--- config.mk ---
export PLATFORM = sky130hd
export DESIGN_NAME = ocdm_top
export DESIGN_NICKNAME = d
export VERILOG_FILES = /design/src/ocdm_pkg.sv /design/src/ocdm_div.sv /design/src/ocdm_src_mux.sv /design/src/ocdm_top.sv
export SDC_FILE = /design/constraint.sdc
export NUM_CORES = 1
export LEC_CHECK = 0
export BUFFER_PORTS_ARGS = -buffer_cell sky130_fd_sc_hd__buf_4
export CORE_MARGIN = 1.5
export CORE_UTILIZATION = 40
export CTS_BUF_LIST = sky130_fd_sc_hd__clkbuf_2 sky130_fd_sc_hd__clkbuf_4 sky130_fd_sc_hd__clkbuf_8
export DETAILED_ROUTE_END_ITERATION = 12
export PLACE_DENSITY = 0.71
export SETUP_SLACK_MARGIN = 0.1
export SLEW_MARGIN = 20
export SYNTH_ARGS = -nofsm -noshare
export SYNTH_HDL_FRONTEND = slang
export SYNTH_SLANG_ARGS = --single-unit
--- constraint.sdc ---
create_clock -name i_clk -period 5.2 [get_ports i_clk]
set_clock_uncertainty 0.1 [all_clocks]
set_input_delay 0.26 -clock i_clk [delete_from_list [all_inputs] [get_ports i_clk]]
set_output_delay 0.26 -clock i_clk [all_outputs]
set_load 0.005 [all_outputs]
--- src/ocdm_pkg.sv ---
// constants, types and helpers for the output channel divider and mux slice
package ocdm_pkg;
    // register indices as printed; byte address is four times the index
    localparam logic [7:0] OCDM_IDX_DIV23 = 8'h24;
    localparam logic [7:0] OCDM_IDX_CTL4 = 8'h25;
    localparam logic [7:0] OCDM_IDX_DIV4 = 8'h26;
    localparam logic [9:0] OCDM_ADDR_DIV23 = {OCDM_IDX_DIV23, 2'b00};
    localparam logic [9:0] OCDM_ADDR_CTL4 = {OCDM_IDX_CTL4, 2'b00};
    localparam logic [9:0] OCDM_ADDR_DIV4 = {OCDM_IDX_DIV4, 2'b00};
    localparam int OCDM_ADDR_W = 10;

    // reset values
    localparam logic [7:0] OCDM_RST_DIV23 = 8'h03;
    localparam logic [7:0] OCDM_RST_DIV4 = 8'h02;
    localparam logic [1:0] OCDM_RST_SRC = 2'h0;
    localparam logic [1:0] OCDM_RST_FMT = 2'h1;
    localparam logic [1:0] OCDM_RST_MODE1 = 2'h2;
    localparam logic [1:0] OCDM_RST_MODE2 = 2'h0;

    // channel four control field positions
    localparam int OCDM_SRC_LSB = 6;
    localparam int OCDM_FMT_LSB = 4;
    localparam int OCDM_MODE1_LSB = 2;
    localparam int OCDM_MODE2_LSB = 0;

    // axi4-lite responses
    localparam logic [1:0] OCDM_RESP_OKAY = 2'h0;
    localparam logic [1:0] OCDM_RESP_SLVERR = 2'h2;

    typedef enum logic [1:0] {
        OCDM_SRC_SYNTH1,
        OCDM_SRC_SYNTH2,
        OCDM_SRC_PRI_REF,
        OCDM_SRC_SEC_REF
    } ocdm_src_t;

    typedef enum logic [1:0] {
        OCDM_FMT_OFF,
        OCDM_FMT_AC_DIFF,
        OCDM_FMT_HCSL,
        OCDM_FMT_CMOS
    } ocdm_fmt_t;

    // cmos pin state: {running, invert, tristate}
    localparam logic [1:0] OCDM_PIN_DOWN_Z = 2'h0;
    localparam logic [1:0] OCDM_PIN_DOWN_LOW = 2'h1;
    localparam logic [1:0] OCDM_PIN_RUN_INV = 2'h2;

    function automatic logic [2:0] ocdm_pin_decode(input logic [1:0] code);
        logic [2:0] r;
        r = 3'h0;
        unique case (code)
            OCDM_PIN_DOWN_Z: r = 3'h1;
            OCDM_PIN_DOWN_LOW: r = 3'h0;
            OCDM_PIN_RUN_INV: r = 3'h6;
            default: r = 3'h4;
        endcase
        return r;
    endfunction
endpackage

--- src/ocdm_div.sv ---
// 8-bit output divider, code n divides the tick rate by n+1
`timescale 1ns/1ns
module ocdm_div (
    // clock and reset
    input wire logic i_clk,
    input wire logic i_sys_rst,
    // input edge pulses and ratio code
    input wire logic i_tick,
    input wire logic [7:0] i_code,
    // divided pulse
    output logic o_tick
);
    typedef struct packed {
        logic [7:0] count;
        logic tick;
    } ocdm_div_st_t;

    ocdm_div_st_t st;
    ocdm_div_st_t next_st;

    always_comb begin
        next_st = st;
        next_st.tick = 1'b0;
        if (i_tick) begin
            // >= so a code lowered mid-count cannot strand the counter
            if (st.count >= i_code) begin
                next_st.count = 8'h00;
                next_st.tick = 1'b1;
            end else begin
                next_st.count = st.count + 8'h01;
            end
        end
    end

    always_ff @(posedge i_clk) begin
        if (i_sys_rst) begin
            st <= '0;
        end else begin
            st <= next_st;
        end
    end

    assign o_tick = st.tick;
endmodule // ocdm_div

--- src/ocdm_src_mux.sv ---
// channel four clock source selector with reference doubler
`timescale 1ns/1ns
module ocdm_src_mux (
    // clock and reset
    input wire logic i_clk,
    input wire logic i_sys_rst,
    // source clock levels, sampled on i_clk
    input wire logic i_first_synth_clock,
    input wire logic i_second_synth_clock,
    input wire logic i_pri_ref_clock,
    input wire logic i_sec_ref_clock,
    input wire logic i_ref_doubler_en,
    input wire logic [1:0] i_ch4_source_select,
    // selected edge pulse and bypass flag
    output logic o_tick,
    output logic o_bypass
);
    typedef struct packed {
        logic [3:0] prev;
        logic tick;
        logic bypass;
    } ocdm_mux_st_t;

    ocdm_mux_st_t st;
    ocdm_mux_st_t next_st;

    always_comb begin
        logic [3:0] cur;
        logic [3:0] rise;
        logic [3:0] both;
        cur = {i_sec_ref_clock, i_pri_ref_clock, i_second_synth_clock, i_first_synth_clock};
        rise = cur & ~st.prev;
        both = cur ^ st.prev;
        next_st = st;
        next_st.prev = cur;
        next_st.bypass = 1'b0;
        unique case (ocdm_pkg::ocdm_src_t'(i_ch4_source_select))
            ocdm_pkg::OCDM_SRC_SYNTH1: next_st.tick = rise[0];
            ocdm_pkg::OCDM_SRC_SYNTH2: next_st.tick = rise[1];
            ocdm_pkg::OCDM_SRC_PRI_REF: begin
                // both edges give twice the rate when doubling
                next_st.tick = i_ref_doubler_en ? both[2] : rise[2];
                next_st.bypass = 1'b1;
            end
            ocdm_pkg::OCDM_SRC_SEC_REF: begin
                next_st.tick = i_ref_doubler_en ? both[3] : rise[3];
                next_st.bypass = 1'b1;
            end
        endcase
    end

    always_ff @(posedge i_clk) begin
        if (i_sys_rst) begin
            st <= '0;
        end else begin
            st <= next_st;
        end
    end

    assign o_tick = st.tick;
    assign o_bypass = st.bypass;
endmodule // ocdm_src_mux

--- src/ocdm_top.sv ---
// channel 2/3 shared divider and channel 4 source, driver and divider control
`timescale 1ns/1ns
module ocdm_top (
    // clock and reset
    input wire logic i_clk,
    input wire logic i_sys_rst,
    // axi4-lite write address
    input wire logic i_awvalid,
    output logic o_awready,
    input wire logic [31:0] i_awaddr,
    input wire logic [2:0] i_awprot,
    // axi4-lite write data
    input wire logic i_wvalid,
    output logic o_wready,
    input wire logic [31:0] i_wdata,
    input wire logic [3:0] i_wstrb,
    // axi4-lite write response
    output logic o_bvalid,
    input wire logic i_bready,
    output logic [1:0] o_bresp,
    // axi4-lite read address
    input wire logic i_arvalid,
    output logic o_arready,
    input wire logic [31:0] i_araddr,
    input wire logic [2:0] i_arprot,
    // axi4-lite read data
    output logic o_rvalid,
    input wire logic i_rready,
    output logic [31:0] o_rdata,
    output logic [1:0] o_rresp,
    // clock sources, levels sampled on i_clk
    input wire logic i_first_synth_clock,
    input wire logic i_second_synth_clock,
    input wire logic i_pri_ref_clock,
    input wire logic i_sec_ref_clock,
    input wire logic i_ref_doubler_en,
    input wire logic i_ch23_src_tick,
    // channel outputs as edge pulses, and the channel four bypass level
    output logic o_ch23_tick,
    output logic o_ch4_tick,
    output logic o_ch4_bypass,
    // channel four driver controls
    output logic o_ch4_drv_en,
    output logic o_ch4_diff,
    output logic o_ch4_hcsl,
    output logic o_ch4_cmos,
    output logic [1:0] o_ch4_tail_level,
    output logic [1:0] o_ch4_hcsl_load,
    output logic [2:0] o_ch4_pos_pin,
    output logic [2:0] o_ch4_neg_pin
);
    typedef struct packed {
        logic [7:0] div23;
        logic [1:0] src;
        logic [1:0] fmt;
        logic [1:0] mode1;
        logic [1:0] mode2;
        logic [7:0] div4;
        logic aw_held;
        logic [9:0] aw_addr;
        logic w_held;
        logic [7:0] w_data;
        logic w_lane0;
        logic bvalid;
        logic [1:0] bresp;
        logic rvalid;
        logic [31:0] rdata;
        logic [1:0] rresp;
        logic ch4_tick;
        logic [1:0] tail;
        logic [1:0] load;
        logic [2:0] ppin;
        logic [2:0] npin;
    } ocdm_top_st_t;

    ocdm_top_st_t st;
    ocdm_top_st_t next_st;
    logic mux_tick;
    logic mux_bypass;
    logic div4_tick;

    function automatic logic addr_known(input logic [9:0] a);
        return a == ocdm_pkg::OCDM_ADDR_DIV23 || a == ocdm_pkg::OCDM_ADDR_CTL4
            || a == ocdm_pkg::OCDM_ADDR_DIV4;
    endfunction

    ocdm_src_mux u_mux (
        .i_clk(i_clk),
        .i_sys_rst(i_sys_rst),
        .i_first_synth_clock(i_first_synth_clock),
        .i_second_synth_clock(i_second_synth_clock),
        .i_pri_ref_clock(i_pri_ref_clock),
        .i_sec_ref_clock(i_sec_ref_clock),
        .i_ref_doubler_en(i_ref_doubler_en),
        .i_ch4_source_select(st.src),
        .o_tick(mux_tick),
        .o_bypass(mux_bypass)
    );

    // one divider and one code for both channels two and three
    ocdm_div u_div23 (
        .i_clk(i_clk),
        .i_sys_rst(i_sys_rst),
        .i_tick(i_ch23_src_tick),
        .i_code(st.div23),
        .o_tick(o_ch23_tick)
    );

    ocdm_div u_div4 (
        .i_clk(i_clk),
        .i_sys_rst(i_sys_rst),
        .i_tick(mux_tick & ~mux_bypass),
        .i_code(st.div4),
        .o_tick(div4_tick)
    );

    always_comb begin
        logic [9:0] wa;
        logic [9:0] ra;
        logic [7:0] wd;
        wa = st.aw_held ? st.aw_addr : i_awaddr[9:0];
        wd = st.w_held ? st.w_data : i_wdata[7:0];
        ra = i_araddr[9:0];
        next_st = st;
        // write address and data taken in either order
        if (i_awvalid && o_awready) begin
            next_st.aw_held = 1'b1;
            next_st.aw_addr = i_awaddr[9:0];
            if (|i_awaddr[31:10]) begin
                next_st.aw_addr = 10'h3ff;
            end
        end
        if (i_wvalid && o_wready) begin
            next_st.w_held = 1'b1;
            next_st.w_data = i_wdata[7:0];
            next_st.w_lane0 = i_wstrb[0];
        end
        if (next_st.aw_held && next_st.w_held && !st.bvalid) begin
            wa = next_st.aw_addr;
            wd = next_st.w_data;
            next_st.aw_held = 1'b0;
            next_st.w_held = 1'b0;
            next_st.bvalid = 1'b1;
            next_st.bresp = addr_known(wa) ? ocdm_pkg::OCDM_RESP_OKAY
                : ocdm_pkg::OCDM_RESP_SLVERR;
            if (next_st.w_lane0) begin
                unique case (wa)
                    ocdm_pkg::OCDM_ADDR_DIV23: next_st.div23 = wd;
                    ocdm_pkg::OCDM_ADDR_CTL4: begin
                        next_st.src = wd[ocdm_pkg::OCDM_SRC_LSB +: 2];
                        next_st.fmt = wd[ocdm_pkg::OCDM_FMT_LSB +: 2];
                        next_st.mode1 = wd[ocdm_pkg::OCDM_MODE1_LSB +: 2];
                        next_st.mode2 = wd[ocdm_pkg::OCDM_MODE2_LSB +: 2];
                    end
                    ocdm_pkg::OCDM_ADDR_DIV4: next_st.div4 = wd;
                    default: begin
                    end
                endcase
            end
        end else if (st.bvalid && i_bready) begin
            next_st.bvalid = 1'b0;
        end
        // read answer one cycle after the address is taken
        if (i_arvalid && o_arready) begin
            next_st.rvalid = 1'b1;
            next_st.rresp = ocdm_pkg::OCDM_RESP_OKAY;
            next_st.rdata = 32'h0000_0000;
            if (|i_araddr[31:10]) begin
                next_st.rresp = ocdm_pkg::OCDM_RESP_SLVERR;
            end else begin
                unique case (ra)
                    ocdm_pkg::OCDM_ADDR_DIV23: next_st.rdata[7:0] = st.div23;
                    ocdm_pkg::OCDM_ADDR_CTL4:
                        next_st.rdata[7:0] = {st.src, st.fmt, st.mode1, st.mode2};
                    ocdm_pkg::OCDM_ADDR_DIV4: next_st.rdata[7:0] = st.div4;
                    default: next_st.rresp = ocdm_pkg::OCDM_RESP_SLVERR;
                endcase
            end
        end else if (st.rvalid && i_rready) begin
            next_st.rvalid = 1'b0;
        end
        // reference choices skip the divider
        next_st.ch4_tick = mux_bypass ? mux_tick : div4_tick;
        // mode fields mean different things per format
        next_st.tail = 2'h0;
        next_st.load = 2'h0;
        next_st.ppin = ocdm_pkg::ocdm_pin_decode(ocdm_pkg::OCDM_PIN_DOWN_Z);
        next_st.npin = ocdm_pkg::ocdm_pin_decode(ocdm_pkg::OCDM_PIN_DOWN_Z);
        unique case (ocdm_pkg::ocdm_fmt_t'(next_st.fmt))
            ocdm_pkg::OCDM_FMT_OFF: begin
            end
            ocdm_pkg::OCDM_FMT_AC_DIFF: next_st.tail = next_st.mode1;
            ocdm_pkg::OCDM_FMT_HCSL: begin
                next_st.tail = next_st.mode1;
                next_st.load = next_st.mode2;
            end
            ocdm_pkg::OCDM_FMT_CMOS: begin
                next_st.ppin = ocdm_pkg::ocdm_pin_decode(next_st.mode1);
                next_st.npin = ocdm_pkg::ocdm_pin_decode(next_st.mode2);
            end
        endcase
    end

    always_ff @(posedge i_clk) begin
        if (i_sys_rst) begin
            st <= '0;
            st.div23 <= ocdm_pkg::OCDM_RST_DIV23;
            st.src <= ocdm_pkg::OCDM_RST_SRC;
            st.fmt <= ocdm_pkg::OCDM_RST_FMT;
            st.mode1 <= ocdm_pkg::OCDM_RST_MODE1;
            st.mode2 <= ocdm_pkg::OCDM_RST_MODE2;
            st.div4 <= ocdm_pkg::OCDM_RST_DIV4;
            st.tail <= ocdm_pkg::OCDM_RST_MODE1;
            st.ppin <= 3'h1;
            st.npin <= 3'h1;
        end else begin
            st <= next_st;
        end
    end

    // handshake readies are combinational from held state
    assign o_awready = !st.aw_held && !st.bvalid;
    assign o_wready = !st.w_held && !st.bvalid;
    assign o_arready = !st.rvalid;
    assign o_bvalid = st.bvalid;
    assign o_bresp = st.bresp;
    assign o_rvalid = st.rvalid;
    assign o_rdata = st.rdata;
    assign o_rresp = st.rresp;
    assign o_ch4_tick = st.ch4_tick;
    assign o_ch4_bypass = mux_bypass;
    assign o_ch4_drv_en = st.fmt != 2'h0;
    assign o_ch4_diff = st.fmt == 2'h1;
    assign o_ch4_hcsl = st.fmt == 2'h2;
    assign o_ch4_cmos = st.fmt == 2'h3;
    assign o_ch4_tail_level = st.tail;
    assign o_ch4_hcsl_load = st.load;
    assign o_ch4_pos_pin = st.ppin;
    assign o_ch4_neg_pin = st.npin;
endmodule // ocdm_top

==> impl_metrics.json <==
{
  "status": "complete, no violations",
  "cp.arrival_ns": 3.35,
  "yosys_warnings": 0,
  "wl_per_cell_um": 14.3,
  "drv_slew": 0,
  "gp_congestion": 0.810,
  "critPathMaxStageDelay_ns": 0.64,
  "syn_area_um2": 4710,
  "die_x_um": 111,
  "area_growth_syn_to_layout_pct": 20.8,
  "start_util_pct": 41.0,
  "synth_common_cells": "dfxtp_1 (92), buf_4 (47), nor2_1 (45)",
  "cts_tree": "yes",
  "ys_seq_area_share_pct": 39.1,
  "n_antenna_cell": 0,
  "syn_inst": 524,
  "worst_pin_slew_ns": 0.779,
  "ant_nets": 0,
  "drc": 0,
  "firstDrtPassIters": 4,
  "synth_top_cell_by_area": "dfxtp_1",
  "clkTransAtPathRegs_ns": 0.10,
  "synth_top_family_by_area": "simple AND/OR/NAND/NOR gates",
  "cts.sinks": 92,
  "layout-drive-gt1-share_pct": 26.1,
  "antenna_found_initial": 0,
  "rsz0062_at_grt": "false",
  "synth-adder-area-share_pct": 5.85,
  "max_slew_margin_pct": 48.0,
  "synthArstFlopShare_pct": 0,
  "synthFlopType": "dfxtp_1",
  "core_area_um2": 11500,
  "cp_max_fo": 23,
  "leakage_nw": 2.51,
  "hold_ws_ns": 0.0102,
  "dp_hpwl_mm": 8.38,
  "core.rowCount": 39,
  "path_class": "reg -> reg",
  "clock_latency_ns": 0.36,
  "yosys.area.top_type_share_pct": 39.1,
  "final.setup.tns_ns": 0,
  "fp.dieH_um": 111,
  "routed_wl_mm": 10.9,
  "grt_pass1_vias": 3850,
  "synth.distinct_cells": 58,
  "synth_compound_area_share_pct": 15.3,
  "fmaxAchievable_mhz": 313,
  "cts-root-buf": "clkbuf_8",
  "cp-end-kind": "register",
  "setup_viol_count_final": 0,
  "synth_area_leaders": "dfxtp_1 (39%), buf_4 (7.5%), ha_1 (5.8%), mux2i_1 (4.3%), nor2_1 (3.6%)",
  "h-tree-depth": 3,
  "synth.mux.area_fraction_pct": 5.69,
  "drt_iter0_markers": 152,
  "drv_cap": 0,
  "grt_use_total_pct": 17.6,
  "cts.path.max_buffers": 2,
  "grt-ovfl-total": 0,
  "cts_made_buffers": 9,
  "post_cts_buffers": 0,
  "yosysMostFrequentCell": "dfxtp_1",
  "synth_edf_count": 0,
  "crit_chain": "nor3b_4, nand4_1, o22ai_1, o2111ai_2, buf_4, o21ai_0, ha_1, nand2_1, a211o_1",
  "crit_path_start_kind": "register",
  "via_count": 3966,
  "dieArea_um2": 12400,
  "min_path_type": "in -> reg",
  "via_per_inst": 5.20,
  "vdd_ir_drop_max_mv": 0.133,
  "pin_count": 177,
  "grt_pass1_wl_mm": 18.2,
  "cp.required_ns": 5.36,
  "layout.nets": 756,
  "final_hold_viol_count": 0,
  "ys_ff_latch": 92,
  "syn_avg_cell_area_um2": 8.98,
  "yosys.area_share.simple_pct": 19.0,
  "finalCritPeriodShare_pct": 61.4,
  "port_buffers": 117,
  "synth_xor_area_share_pct": 2.61,
  "power.density_nw_per_um2": 252,
  "cp_slowest_cell": "nor3b_4",
  "grt_max_degree": 49,
  "period_minus_slack_ns": 3.19
}
==> stage by stage <==
step / std cells / total power [mW] / area (um^2) / setup slack (ns) / util (%)
6_report: 763 / 1.43 / 5680 / 2.01 / 49.6
5_1_grt: 763 / 1.50 / 5680 / 1.72 / 49.6
4_1_cts: 763 / 1.45 / 5680 / 1.86 / 49.5
3_5_place_dp: 744 / 0.962 / 5440 / 1.88 / 47.5
3_3_place_gp: 744 / 0.956 / 5440 / 1.98 / 47.5
2_1_floorplan: 549 / 0.887 / 4800 / 2.42 / -
==> cell usage in the layout (no fill, tap or decap), types with 12 or more instances in the layout <==
cell type,n
a21oi_1,15
dfxtp_1,92
ha_1,22
conb_1,26
a211oi_1,13
o21ai_0,20
inv_1,33
nor2_1,45
mux2i_1,20
nand3_1,12
buf_4,121
nor3_1,15
nor4_1,15
nand2_1,25
==> routing by layer <==
metal / global-route usage (%) / wire length [um] / vias to the layer above
li1: - / - / 1967
met1: 22.8 / 5020 / 1859
met2: 29.6 / 5220 / 129
met3: 3.97 / 570 / 11
met4: 4.98 / 129 / 0
met5: 0 / 0 / -
==> worst max-delay path: cells and delay by family, from the launching register on <==
| kind | cells | cell delay (ns) |
|---|---|---|
| compound gates | 4 | 1.14 |
| fa+ha+maj | 1 | 0.22 |
| buf+inv | 1 | 0.25 |
| flops | 1 | 0.42 |
| simple gates | 3 | 0.93 |
==> cells by family after synthesis <==
kind of cell	count (synthesis)
buffers and inverters	102
muxes	26
adders and majority gates	22
xor gates and xnor gates	14
and+or+nand+nor	166
other	1
AOI/OAI and AO/OA	101
DFF	92
==> area by class of cell <==
type | instances | area [um^2]
Tap cell | 143 | 179
Clock inverter | 6 | 67.6
Inverter | 33 | 124
Timing Repair Buffer | 124 | 938
Fill cell | 1095 | 5780
Sequential cell | 92 | 1840
Multi-Input combinational cell | 355 | 2390
Clock buffer | 10 | 138
==> power breakdown <==
| group | internal (mW) | switching (mW) |
|---|---|---|
| clock network | 0.203 | 0.278 |
| registers | 0.728 | 0.0194 |
| logic | 0.101 | 0.101 |
==> registers in the layout, indices dropped and copies added, names as in the netlist, 2 cells and up <==
name / cells
o_ch4_hcsl_load: 2
o_ch4_neg_pin: 3
o_ch4_pos_pin: 3
o_ch4_tail_level: 2
o_rdata: 8
st: 45
u_div23.st: 8
u_div4.st: 8
u_mux.st: 4
==> path summary, 6_finish.rpt <==
path | start | to | slack (ns) | depth (start not counted)
max | o_bvalid$_SDFFE_PP0P_ | o_ch4_neg_pin[0]$_SDFF_PP1_ | 2.01 | 9
min | i_first_synth_clock | u_mux.st[2]$_SDFF_PP0_ | 0.01 | 2
max reg2reg | o_bvalid$_SDFFE_PP0P_ | o_ch4_neg_pin[0]$_SDFF_PP1_ | 2.01 | 9
min reg2reg | u_div4.o_tick$_SDFF_PP0_ | o_ch4_tick$_SDFF_PP0_ | 0.37 | 2
==> timing repair <==
action	in CTS	in global routing
hold buffers	3	0
gates resized for setup	0	0
endpoints found under the hold margin	3	0
Note: power is estimated with default switching activity, not from simulation.
